`src/logic/mcf_pkg.sv`:
```
// Constants and types for the machine check frame logic.
// Assumes a 32-bit processor datapath and a word-addressed AHB-Lite register map.
package mcf_pkg;

  // Register byte offsets
  localparam logic [7:0] MCF_OFF_CTRL   = 8'h00;
  localparam logic [7:0] MCF_OFF_SP     = 8'h04;
  localparam logic [7:0] MCF_OFF_LVLMSK = 8'h08;
  localparam logic [7:0] MCF_OFF_STATUS = 8'h0C;
  localparam logic [7:0] MCF_OFF_CODE   = 8'h10;
  localparam logic [7:0] MCF_OFF_COUNT  = 8'h14;

  // Field positions
  localparam int MCF_CTRL_EN_BIT      = 0;
  localparam int MCF_ST_BUSY_BIT      = 0;
  localparam int MCF_ST_OVERRUN_BIT   = 1;
  localparam int MCF_ST_NONRECOV_BIT  = 2;
  localparam int MCF_ST_CANTRST_BIT   = 3;
  localparam int MCF_IS2_CANTRST_BIT  = 15;
  localparam int MCF_VA_SYSTEM_BIT    = 31;
  localparam int MCF_VA_SPACE1_BIT    = 30;

  // Reset values
  localparam logic [31:0] MCF_RST_CTRL   = 32'h0000_0001;
  localparam logic [31:0] MCF_RST_SP     = 32'h0000_0000;
  localparam logic [31:0] MCF_RST_LVLMSK = 32'hFFFF_FFFF;

  // Frame layout
  localparam logic [31:0] MCF_BYTE_COUNT  = 32'h0000_0010;
  localparam int          MCF_FRAME_WORDS = 7;
  localparam logic [31:0] MCF_FRAME_BYTES = 32'h0000_001C;

  // Machine check codes
  localparam logic [31:0] MCF_CODE_MISS_S0   = 32'h0000_0005;
  localparam logic [31:0] MCF_CODE_MISS_S1   = 32'h0000_0006;
  localparam logic [31:0] MCF_CODE_MOD_S0    = 32'h0000_0007;
  localparam logic [31:0] MCF_CODE_MOD_S1    = 32'h0000_0008;
  localparam logic [31:0] MCF_CODE_IPL       = 32'h0000_0009;
  localparam logic [31:0] MCF_CODE_STRING    = 32'h0000_000A;
  localparam logic [31:0] MCF_CODE_RD_PROC   = 32'h0000_0080;
  localparam logic [31:0] MCF_CODE_RD_SYS    = 32'h0000_0081;
  localparam logic [31:0] MCF_CODE_WR_PROC   = 32'h0000_0082;
  localparam logic [31:0] MCF_CODE_WR_SYS    = 32'h0000_0083;

  // What a failing memory access was touching
  typedef enum logic [2:0] {
    MCF_TGT_OPERAND   = 3'h0,
    MCF_TGT_PROCESS_PAGE_TABLE_ENTRY      = 3'h1,
    MCF_TGT_INTERLOCK = 3'h2,
    MCF_TGT_SYSTEM_PAGE_TABLE_ENTRY      = 3'h3,
    MCF_TGT_PCB       = 3'h4,
    MCF_TGT_VECTOR    = 3'h5,
    MCF_TGT_STACKPTR  = 3'h6
  } mcf_target_t;

  // String move sequencer states; 3 is the impossible one
  localparam logic [1:0] MCF_STR_FORWARD  = 2'h0;
  localparam logic [1:0] MCF_STR_BACKWARD = 2'h1;
  localparam logic [1:0] MCF_STR_FILL     = 2'h2;

  typedef enum logic [1:0] {
    MCF_ST_IDLE = 2'h0,
    MCF_ST_PUSH = 2'h1
  } mcf_state_t;

endpackage

```
`src/logic/mcf_code_enc.sv`:
```
// Machine check code encoder: turns detected error conditions into a code.
// Assumes all condition inputs are qualified pulses on the processor clock.
`timescale 1ns/1ps
`default_nettype none
module mcf_code_enc
  import mcf_pkg::*;
(
  input  wire logic              mem_err_valid,
  input  wire logic              mem_err_write,
  input  wire mcf_pkg::mcf_target_t mem_err_target,
  input  wire logic              pte_check_valid,
  input  wire logic              pte_check_modify,
  input  wire logic [31:0]       pte_check_va,
  input  wire logic              irq_req_valid,
  input  wire logic [4:0]        irq_req_level,
  input  wire logic [31:0]       level_mask,
  input  wire logic              str_check_valid,
  input  wire logic [1:0]        str_check_state,
  output logic                   hit,
  output logic [31:0]            code,
  output logic                   nonrecov
);

  logic sys_target;

  always_comb
  begin
    sys_target = (mem_err_target == MCF_TGT_SYSTEM_PAGE_TABLE_ENTRY) || (mem_err_target == MCF_TGT_PCB) ||
                 (mem_err_target == MCF_TGT_VECTOR) || (mem_err_target == MCF_TGT_STACKPTR);
    hit      = 1'b0;
    code     = 32'h0000_0000;
    nonrecov = 1'b1;
    // Memory errors first: they carry the faulting access itself
    if (mem_err_valid)
    begin
      hit = 1'b1;
      if (mem_err_write)
        code = sys_target ? MCF_CODE_WR_SYS : MCF_CODE_WR_PROC;
      else
      begin
        code     = sys_target ? MCF_CODE_RD_SYS : MCF_CODE_RD_PROC;
        nonrecov = 1'b0;
      end
    end
    else if (pte_check_valid && !pte_check_va[MCF_VA_SYSTEM_BIT])
    begin
      hit = 1'b1;
      if (pte_check_modify)
        code = pte_check_va[MCF_VA_SPACE1_BIT] ? MCF_CODE_MOD_S1 : MCF_CODE_MOD_S0;
      else
        code = pte_check_va[MCF_VA_SPACE1_BIT] ? MCF_CODE_MISS_S1 : MCF_CODE_MISS_S0;
    end
    else if (irq_req_valid && !level_mask[irq_req_level])
    begin
      hit  = 1'b1;
      code = MCF_CODE_IPL;
    end
    else if (str_check_valid && (str_check_state != MCF_STR_FORWARD) &&
             (str_check_state != MCF_STR_BACKWARD) && (str_check_state != MCF_STR_FILL))
    begin
      hit  = 1'b1;
      code = MCF_CODE_STRING;
    end
  end

endmodule // mcf_code_enc
`default_nettype wire

```
`src/logic/mcf_ahb_slave.sv`:
```
// AHB-Lite slave front end: zero-wait, always OKAY, single word transfers.
// Assumes the owner decodes rd_addr combinationally and takes wr_en as a strobe.
`timescale 1ns/1ps
`default_nettype none
module mcf_ahb_slave
(
  input  wire logic        hclk,
  input  wire logic        hresetn,
  input  wire logic        hsel,
  input  wire logic [31:0] haddr,
  input  wire logic [1:0]  htrans,
  input  wire logic        hwrite,
  input  wire logic [31:0] hwdata,
  input  wire logic        hready,
  output logic             hreadyout,
  output logic [31:0]      hrdata,
  output logic             hresp,
  output logic [7:0]       rd_addr,
  input  wire logic [31:0] rd_data,
  output logic             wr_en,
  output logic [7:0]       wr_addr,
  output logic [31:0]      wr_data
);

  logic        wpend_reg;
  logic        wpend_next;
  logic [7:0]  waddr_reg;
  logic [7:0]  waddr_next;
  logic [31:0] hrdata_reg;
  logic [31:0] hrdata_next;
  logic        active;

  always_comb
  begin
    active      = hsel && htrans[1] && hready;
    wpend_next  = active && hwrite;
    waddr_next  = active ? {haddr[7:2], 2'b00} : waddr_reg;
    // Read data is latched at the address phase edge so it stands in the data phase
    hrdata_next = (active && !hwrite) ? rd_data : hrdata_reg;
  end

  always_ff @(posedge hclk or negedge hresetn)
  begin
    if (!hresetn)
    begin
      wpend_reg  <= 1'b0;
      waddr_reg  <= 8'h00;
      hrdata_reg <= 32'h0000_0000;
    end
    else
    begin
      wpend_reg  <= wpend_next;
      waddr_reg  <= waddr_next;
      hrdata_reg <= hrdata_next;
    end
  end

  assign rd_addr   = {haddr[7:2], 2'b00};
  assign wr_en     = wpend_reg;
  assign wr_addr   = waddr_reg;
  assign wr_data   = hwdata;
  assign hrdata    = hrdata_reg;
  assign hreadyout = hresetn;
  assign hresp     = 1'b0;

endmodule // mcf_ahb_slave
`default_nettype wire

```
`src/logic/mcf_frame_logic.sv`:
```
// Machine check frame logic: detects machine checks, snapshots the machine
// state and pushes the seven-longword frame through a stack write port.
// Assumes processor-side inputs are on hclk and that the stack port
// accepts a word on any edge where stk_valid and stk_ready are both high.
`timescale 1ns/1ps
`default_nettype none
// Behaviour
// - push status, pc, four parameters, count
// - byte count longword is always sixteen
// - push full 32-bit machine check code
// - codes 5/6 for process-space pte miss
// - codes 7/8 for process-space modify pte
// - code 9 for unassigned interrupt level
// - code A for impossible string move state
// - code 80 for process-side read errors
// - code 81 for system-side read errors
// - code 82 for process-side write errors
// - code 83 for system-side write errors
// - read error frame describes faulting instruction
// - write errors are non-recoverable
// - internal state two bit 15 holds restart
module mcf_frame_logic
  import mcf_pkg::*;
(
  input  wire logic                 hclk,
  input  wire logic                 hresetn,
  input  wire logic                 hsel,
  input  wire logic [31:0]          haddr,
  input  wire logic [1:0]           htrans,
  input  wire logic                 hwrite,
  input  wire logic [2:0]           hsize,
  input  wire logic [31:0]          hwdata,
  input  wire logic                 hready,
  output logic                      hreadyout,
  output logic [31:0]               hrdata,
  output logic                      hresp,
  input  wire logic                 mem_err_valid,
  input  wire logic                 mem_err_write,
  input  wire mcf_pkg::mcf_target_t mem_err_target,
  input  wire logic                 pte_check_valid,
  input  wire logic                 pte_check_modify,
  input  wire logic [31:0]          pte_check_va,
  input  wire logic                 irq_req_valid,
  input  wire logic [4:0]           irq_req_level,
  input  wire logic                 str_check_valid,
  input  wire logic [1:0]           str_check_state,
  input  wire logic [31:0]          cur_pc,
  input  wire logic [31:0]          cur_psl,
  input  wire logic [31:0]          cur_va,
  input  wire logic [31:0]          cur_state1,
  input  wire logic [31:0]          cur_state2,
  input  wire logic                 cannot_restart_flag,
  output logic                      stk_valid,
  output logic [31:0]               stk_addr,
  output logic [31:0]               stk_wdata,
  input  wire logic                 stk_ready,
  output logic                      mc_busy,
  output logic                      mc_taken
);

  logic [7:0]  rd_addr;
  logic [31:0] rd_data;
  logic        wr_en;
  logic [7:0]  wr_addr;
  logic [31:0] wr_data;
  logic        enc_hit;
  logic [31:0] enc_code;
  logic        enc_nonrecov;

  // Register group
  logic        ctrl_en_reg;
  logic        ctrl_en_next;
  logic [31:0] sp_reg;
  logic [31:0] sp_next;
  logic [31:0] lvlmask_reg;
  logic [31:0] lvlmask_next;
  logic        overrun_reg;
  logic        overrun_next;
  logic [31:0] last_code_reg;
  logic [31:0] last_code_next;
  logic        last_nonrecov_reg;
  logic        last_nonrecov_next;
  logic        last_cantrst_reg;
  logic        last_cantrst_next;
  logic [31:0] count_reg;
  logic [31:0] count_next;

  // Push group
  mcf_state_t  state_reg;
  mcf_state_t  state_next;
  logic [2:0]  idx_reg;
  logic [2:0]  idx_next;
  logic [31:0] base_reg;
  logic [31:0] base_next;
  logic [31:0] frame_reg  [MCF_FRAME_WORDS];
  logic [31:0] frame_next [MCF_FRAME_WORDS];
  logic        stk_valid_reg;
  logic        stk_valid_next;
  logic [31:0] stk_addr_reg;
  logic [31:0] stk_addr_next;
  logic [31:0] stk_wdata_reg;
  logic [31:0] stk_wdata_next;
  logic        taken_reg;
  logic        taken_next;
  logic        busy_reg;
  logic        busy_next;

  logic        start;
  logic        accept;
  logic        last_word;

  mcf_ahb_slave u_bus (
    .hclk      (hclk),
    .hresetn   (hresetn),
    .hsel      (hsel),
    .haddr     (haddr),
    .htrans    (htrans),
    .hwrite    (hwrite),
    .hwdata    (hwdata),
    .hready    (hready),
    .hreadyout (hreadyout),
    .hrdata    (hrdata),
    .hresp     (hresp),
    .rd_addr   (rd_addr),
    .rd_data   (rd_data),
    .wr_en     (wr_en),
    .wr_addr   (wr_addr),
    .wr_data   (wr_data)
  );

  mcf_code_enc u_enc (
    .mem_err_valid    (mem_err_valid),
    .mem_err_write    (mem_err_write),
    .mem_err_target   (mem_err_target),
    .pte_check_valid  (pte_check_valid),
    .pte_check_modify (pte_check_modify),
    .pte_check_va     (pte_check_va),
    .irq_req_valid    (irq_req_valid),
    .irq_req_level    (irq_req_level),
    .level_mask       (lvlmask_reg),
    .str_check_valid  (str_check_valid),
    .str_check_state  (str_check_state),
    .hit              (enc_hit),
    .code             (enc_code),
    .nonrecov         (enc_nonrecov)
  );

  // Read decode; unmapped offsets read as zero
  always_comb
  begin
    rd_data = 32'h0000_0000;
    case (rd_addr)
      MCF_OFF_CTRL:   rd_data[MCF_CTRL_EN_BIT] = ctrl_en_reg;
      MCF_OFF_SP:     rd_data = sp_reg;
      MCF_OFF_LVLMSK: rd_data = lvlmask_reg;
      MCF_OFF_STATUS:
      begin
        rd_data[MCF_ST_BUSY_BIT]     = busy_reg;
        rd_data[MCF_ST_OVERRUN_BIT]  = overrun_reg;
        rd_data[MCF_ST_NONRECOV_BIT] = last_nonrecov_reg;
        rd_data[MCF_ST_CANTRST_BIT]  = last_cantrst_reg;
      end
      MCF_OFF_CODE:   rd_data = last_code_reg;
      MCF_OFF_COUNT:  rd_data = count_reg;
      default:        rd_data = 32'h0000_0000;
    endcase
  end

  assign start     = enc_hit && ctrl_en_reg && (state_reg == MCF_ST_IDLE);
  assign accept    = stk_valid_reg && stk_ready;
  assign last_word = (idx_reg == 3'(MCF_FRAME_WORDS - 1));

  always_comb
  begin
    ctrl_en_next       = ctrl_en_reg;
    sp_next            = sp_reg;
    lvlmask_next       = lvlmask_reg;
    overrun_next       = overrun_reg;
    last_code_next     = last_code_reg;
    last_nonrecov_next = last_nonrecov_reg;
    last_cantrst_next  = last_cantrst_reg;
    count_next         = count_reg;
    if (wr_en)
    begin
      case (wr_addr)
        MCF_OFF_CTRL:   ctrl_en_next = wr_data[MCF_CTRL_EN_BIT];
        MCF_OFF_SP:     sp_next = wr_data;
        MCF_OFF_LVLMSK: lvlmask_next = wr_data;
        MCF_OFF_STATUS:
        begin
          if (wr_data[MCF_ST_OVERRUN_BIT])
            overrun_next = 1'b0;
        end
        default:        ctrl_en_next = ctrl_en_reg;
      endcase
    end
    // A check that arrives while a frame is still going out cannot be framed
    if (enc_hit && ctrl_en_reg && (state_reg != MCF_ST_IDLE))
      overrun_next = 1'b1;
    if (start)
    begin
      last_code_next     = enc_code;
      last_nonrecov_next = enc_nonrecov;
      last_cantrst_next  = cannot_restart_flag;
    end
    // Stack pointer moves down past the whole frame; wins over a bus write
    if (accept && last_word)
    begin
      sp_next    = base_reg - MCF_FRAME_BYTES;
      count_next = count_reg + 32'h0000_0001;
    end
  end

  always_ff @(posedge hclk or negedge hresetn)
  begin
    if (!hresetn)
    begin
      ctrl_en_reg       <= MCF_RST_CTRL[MCF_CTRL_EN_BIT];
      sp_reg            <= MCF_RST_SP;
      lvlmask_reg       <= MCF_RST_LVLMSK;
      overrun_reg       <= 1'b0;
      last_code_reg     <= 32'h0000_0000;
      last_nonrecov_reg <= 1'b0;
      last_cantrst_reg  <= 1'b0;
      count_reg         <= 32'h0000_0000;
    end
    else
    begin
      ctrl_en_reg       <= ctrl_en_next;
      sp_reg            <= sp_next;
      lvlmask_reg       <= lvlmask_next;
      overrun_reg       <= overrun_next;
      last_code_reg     <= last_code_next;
      last_nonrecov_reg <= last_nonrecov_next;
      last_cantrst_reg  <= last_cantrst_next;
      count_reg         <= count_next;
    end
  end

  // Frame is snapshotted in one cycle so every word belongs to one instruction
  always_comb
  begin
    state_next     = state_reg;
    idx_next       = idx_reg;
    base_next      = base_reg;
    frame_next     = frame_reg;
    stk_valid_next = stk_valid_reg;
    stk_addr_next  = stk_addr_reg;
    stk_wdata_next = stk_wdata_reg;
    taken_next     = 1'b0;
    busy_next      = busy_reg;
    case (state_reg)
      MCF_ST_IDLE:
      begin
        if (start)
        begin
          // Pushed first sits deepest; count ends on top
          frame_next[0] = cur_psl;
          frame_next[1] = cur_pc;
          frame_next[2] = {cur_state2[31:16], cannot_restart_flag,
                           cur_state2[14:0]};
          frame_next[3] = cur_state1;
          frame_next[4] = cur_va;
          frame_next[5] = enc_code;
          frame_next[6] = MCF_BYTE_COUNT;
          base_next      = sp_reg;
          idx_next       = 3'h0;
          stk_valid_next = 1'b1;
          stk_addr_next  = sp_reg - 32'h0000_0004;
          stk_wdata_next = cur_psl;
          busy_next      = 1'b1;
          state_next     = MCF_ST_PUSH;
        end
      end
      MCF_ST_PUSH:
      begin
        if (accept)
        begin
          if (last_word)
          begin
            stk_valid_next = 1'b0;
            taken_next     = 1'b1;
            busy_next      = 1'b0;
            state_next     = MCF_ST_IDLE;
          end
          else
          begin
            idx_next       = idx_reg + 3'h1;
            stk_addr_next  = stk_addr_reg - 32'h0000_0004;
            stk_wdata_next = frame_reg[idx_reg + 3'h1];
          end
        end
      end
      default:
      begin
        stk_valid_next = 1'b0;
        busy_next      = 1'b0;
        state_next     = MCF_ST_IDLE;
      end
    endcase
  end

  always_ff @(posedge hclk or negedge hresetn)
  begin
    if (!hresetn)
    begin
      state_reg     <= MCF_ST_IDLE;
      idx_reg       <= 3'h0;
      base_reg      <= 32'h0000_0000;
      for (int i = 0; i < MCF_FRAME_WORDS; i++)
        frame_reg[i] <= 32'h0000_0000;
      stk_valid_reg <= 1'b0;
      stk_addr_reg  <= 32'h0000_0000;
      stk_wdata_reg <= 32'h0000_0000;
      taken_reg     <= 1'b0;
      busy_reg      <= 1'b0;
    end
    else
    begin
      state_reg     <= state_next;
      idx_reg       <= idx_next;
      base_reg      <= base_next;
      frame_reg     <= frame_next;
      stk_valid_reg <= stk_valid_next;
      stk_addr_reg  <= stk_addr_next;
      stk_wdata_reg <= stk_wdata_next;
      taken_reg     <= taken_next;
      busy_reg      <= busy_next;
    end
  end

  assign stk_valid = stk_valid_reg;
  assign stk_addr  = stk_addr_reg;
  assign stk_wdata = stk_wdata_reg;
  assign mc_busy   = busy_reg;
  assign mc_taken  = taken_reg;

endmodule // mcf_frame_logic
`default_nettype wire

```
`config.mk`:
```
export PLATFORM = sky130hd
export DESIGN_NAME = mcf_frame_logic
export DESIGN_NICKNAME = d
export VERILOG_FILES = /design/src/logic/mcf_pkg.sv /design/src/logic/mcf_code_enc.sv /design/src/logic/mcf_ahb_slave.sv /design/src/logic/mcf_frame_logic.sv
export SDC_FILE = /design/constraint.sdc
export NUM_CORES = 1
export LEC_CHECK = 0
export BUFFER_PORTS_ARGS = -buffer_cell sky130_fd_sc_hd__buf_2
export CELL_PAD_IN_SITES_DETAIL_PLACEMENT = 0
export CELL_PAD_IN_SITES_GLOBAL_PLACEMENT = 2
export CORE_UTILIZATION = 34
export CTS_CLUSTER_SIZE = 30
export DETAILED_ROUTE_END_ITERATION = 10
export GPL_TIMING_DRIVEN = 0
export PLACE_DENSITY_LB_ADDON = 0.1
export SLEW_MARGIN = 30
export SYNTH_ARGS = -nofsm -noshare
export SYNTH_HDL_FRONTEND = slang
export SYNTH_SLANG_ARGS = --single-unit
```
`constraint.sdc`:
```
create_clock -name hclk -period 5.18 [get_ports hclk]
set_input_delay 1.295 -clock hclk [delete_from_list [all_inputs] [get_ports hclk]]
set_output_delay 1.295 -clock hclk [all_outputs]
set_load 0.01 [all_outputs]
```
==> results by group <==
Routing
  • Avg WL per Cell: 22.7 um
  • Vias per cell: 5.20
  • Final ANT Viol Nets: 0
  • 1st-pass router iterations: 6
  • WL final: 73100 um
  • # DRC: 0
  • Initial DRC count: 1376
  • Detailed-route via count: 16772

Worst hold path
  • HP Class: flip-flop to flip-flop

Floorplanning
  • Initial Util: 0.347
  • Die area: 0.0588 mm2
  • Die Span Y: 242 um
  • Core footprint: 0.0567 mm2
  • DIE WIDTH: 242 um
  • I/O pin cnt: 385
  • # rows: 87

Place
  • Gpl congestion: 0.868
  • Detailed placement HPWL: 55900 um
  • Placed Instances: 3134
  • IO Port Bufs: 318

STA
  • Final hold violation count: 0
  • Minimum clock period after layout: 4.82 ns
  • Fmax: 207 MHz
  • Max_slew headroom: 0.305
  • Tcrit/Tclk final: 0.931
  • Unrepaired setup endpoints after global routing: false
  • Hold Slack: 0.468 ns
  • Setup TNS: 0 ns
  • Final Max Slew Viols: 0
  • # setup viols final: 0
  • Clock Skew: 0.0184 ns
  • Worst-margin pin slew: 1.04 ns

Critical path
  • CP Class: flip-flop to flip-flop
  • CP Capture Point: stk_addr[30]
  • Worst reg2reg endpoint: stk_addr[30]
  • CP top delay family: buffers and inverters
  • Slowest cell on the critical path: clkbuf_4
  • Worst setup EP type: flip-flop
  • Startpoint Class: flip-flop
  • Critical Path Source: mc_busy
  • Crit. path cell count: 13
  • Buffers and inverters on the worst path: 5
  • R2r worst-path depth: 13
  • Crit-path cells: buf_4 -> buf_2 -> clkbuf_1 -> clkbuf_4 -> buf_2 -> mux2i_1 -> ha_1 -> o211ai_1 -> nand4b_2 -> nor4_4 -> mux2_1 -> o22ai_1 -> a21oi_1
  • Reg-to-reg setup timing slack: 0.36 ns
  • Critical Path RT: 5.60 ns
  • Critical Path Max Stage Delay: 0.56 ns
  • Crit path top cell by count: buf_2
  • Crit-path max FO: 28
  • CP arrival: 5.25 ns
  • Reg-to-reg critical path startpoint: mc_busy

Layout
  • Fin nets: 2718
  • Post-layout util: 0.424
  • Non-filler cells, final: 3228
  • Filler cells: 5715
  • FF/Latch Area: 0.0102 mm2
  • Area of the multi-input gates: 0.00891 mm2
  • Layout area overhead: 22.4%
  • Share of cells above drive strength 1: 0.236
  • Commonest non-fill, non-tap cell in the layout: nand2_1
  • Largest register FFs: 166
  • Most frequent cells in the layout: nand2_1, dfrtp_1, buf_2

Synth
  • Synth top area share: 0.473
  • Mux share of post-synthesis cell area: 0.0988
  • Asr flop ratio synth: 1.00
  • Main combinational cell family by area after synthesis: simple AND/OR/NAND/NOR gates
  • Syn Area/Cell: 9.57 um2
  • Fraction of the mapped netlist area in simple logic gates: 0.216
  • Sequential area share after synthesis: 0.518
  • Gate count of the mapped netlist: 2054
  • Mapped Area: 0.0197 mm2
  • Number of flops mapped to enable cells by yosys: 0
  • Ys flop type: dfrtp_1
  • Top cells by area, synth: dfrtp_1, nand2_1, dfstp_2, mux4_2, mux2_2
  • Flops & latches, synth: 405
  • Post-Synth Adder-Cell Area: 0.00445
  • Xor/xnor cell area share of the yosys netlist: 0.0365
  • Post-synthesis compound-gate area fraction: 0.0970
  • Cell variety after synth: 72
  • Post-Syn Nets: 2345
  • Synth Warn #: 0
  • Yosys top cell by area: dfrtp_1

Global route
  • Overflow after GRT: 0
  • Largest net degree at the start of global routing: 83
  • Via count of the first global-routing pass: 16754
  • First-pass GRT wire length: 108000 um
  • Initial antenna violation count: 8
  • Gr usage total: 0.247

Run
  • Maxcap violations: 0

Pwr
  • Peak VDD IR: 283 uV
  • Static leakage: 11.6 nW
  • Cell Pwr Density: 580 mW/mm2

Clock tree
  • Postcts setup bufs: 0
  • Clk_lat worst skew: 0.59 ns
  • Root Buffer: clkbuf_16
  • CTS tree: yes
  • Hold_buf cts: 0
  • H-tree depth: 2
  • Num CTS Buffers: 48
  • CTS clock-pin slew for the worst setup and hold paths: 0.06 ns
  • CTS max path bufs: 3
  • Clock Sinks: 405

Run status
  • Outcome: finished clean
-- through the flow --
step           cell area, um2  power (mW)  setup slack (ns)
6_report                24100        14.0             0.357
5_1_grt                 24000        14.8            0.0742
4_1_cts                 24000        14.1             0.279
3_5_place_dp            22400        10.5             -1.38
3_3_place_gp            22200        10.4             -5.86
2_1_floorplan           19700        8.45              1.18
-- kinds of logic after synthesis --
group,count (synthesis)
AND/OR/NAND/NOR,1001
flip-flops,405
XOR/XNOR,82
AO/OA/AOI/OAI,274
buffers and inverters,144
other,1
multiplexers,140
adder cells (fa/ha/maj),7
-- cells in the mapped netlist (6+ instances only) --
cell type,instances
a221o_1,6
mux4_2,38
xnor2_1,43
a21oi_1,47
inv_1,14
and4_1,6
xor2_1,39
a222oi_1,30
o21ai_1,16
or3_1,16
nand2b_1,11
o31ai_1,28
nand4_1,16
nor4_1,10
dfrtp_1,372
ha_1,7
nand2_1,704
nor2_1,132
o21ai_0,64
nand3_1,24
a221oi_1,36
mux2i_1,49
nor2b_1,9
and3_1,6
a211oi_1,7
nor3_1,31
dfstp_2,33
buf_2,23
mux2_2,52
buf_1,15
clkbuf_1,88
-- worst min-delay path by stage --
stage / start / cells after the start / end / slack [ns]
2_1_floorplan: frame_reg[4] / 1 / frame_reg[4] / 0.43
3_3_place_gp: frame_reg[194] / 2 / frame_reg[194] / 0.45
3_5_place_dp: stk_addr[1] / 2 / stk_addr[1] / 0.46
4_1_cts: frame_reg[4] / 1 / frame_reg[4] / 0.47
5_1_grt: frame_reg[4] / 1 / frame_reg[4] / 0.48
6_report: frame_reg[4] / 1 / frame_reg[4] / 0.47
-- metal layers --
layer  up-vias  share of wire  global-route usage
li1       7843              -                   -
met1      8374           0.48               0.360
met2       452           0.44               0.372
met3        97          0.056              0.0465
met4         6          0.023              0.0670
met5         -        0.00051                   0
-- where the power goes --
part	switching (mW)	total (mW)	internal, mW
sequential	1.17	5.56	4.38
combinational	2.77	4.87	2.10
clock	1.40	3.52	2.13
total	5.34	14.0	8.61
-- area by class of cell --
type                       count  area share
sequential                   405       0.423
multi-input combinational   1505       0.370
timing repair buffer         325      0.0736
clock buffer                  76      0.0623
tap                          756      0.0393
buffer                       128      0.0225
clock inverter                13     0.00629
inverter                      14     0.00218
antenna                        6    0.000624
-- what timing repair did --
item                       4_1_cts  5_1_grt
hold endpoints to repair         0        0
setup endpoints to repair       14        3
gates cloned                     0        0
resized for setup                3        7
No activity file was read; power rests on OpenSTA's default activity.
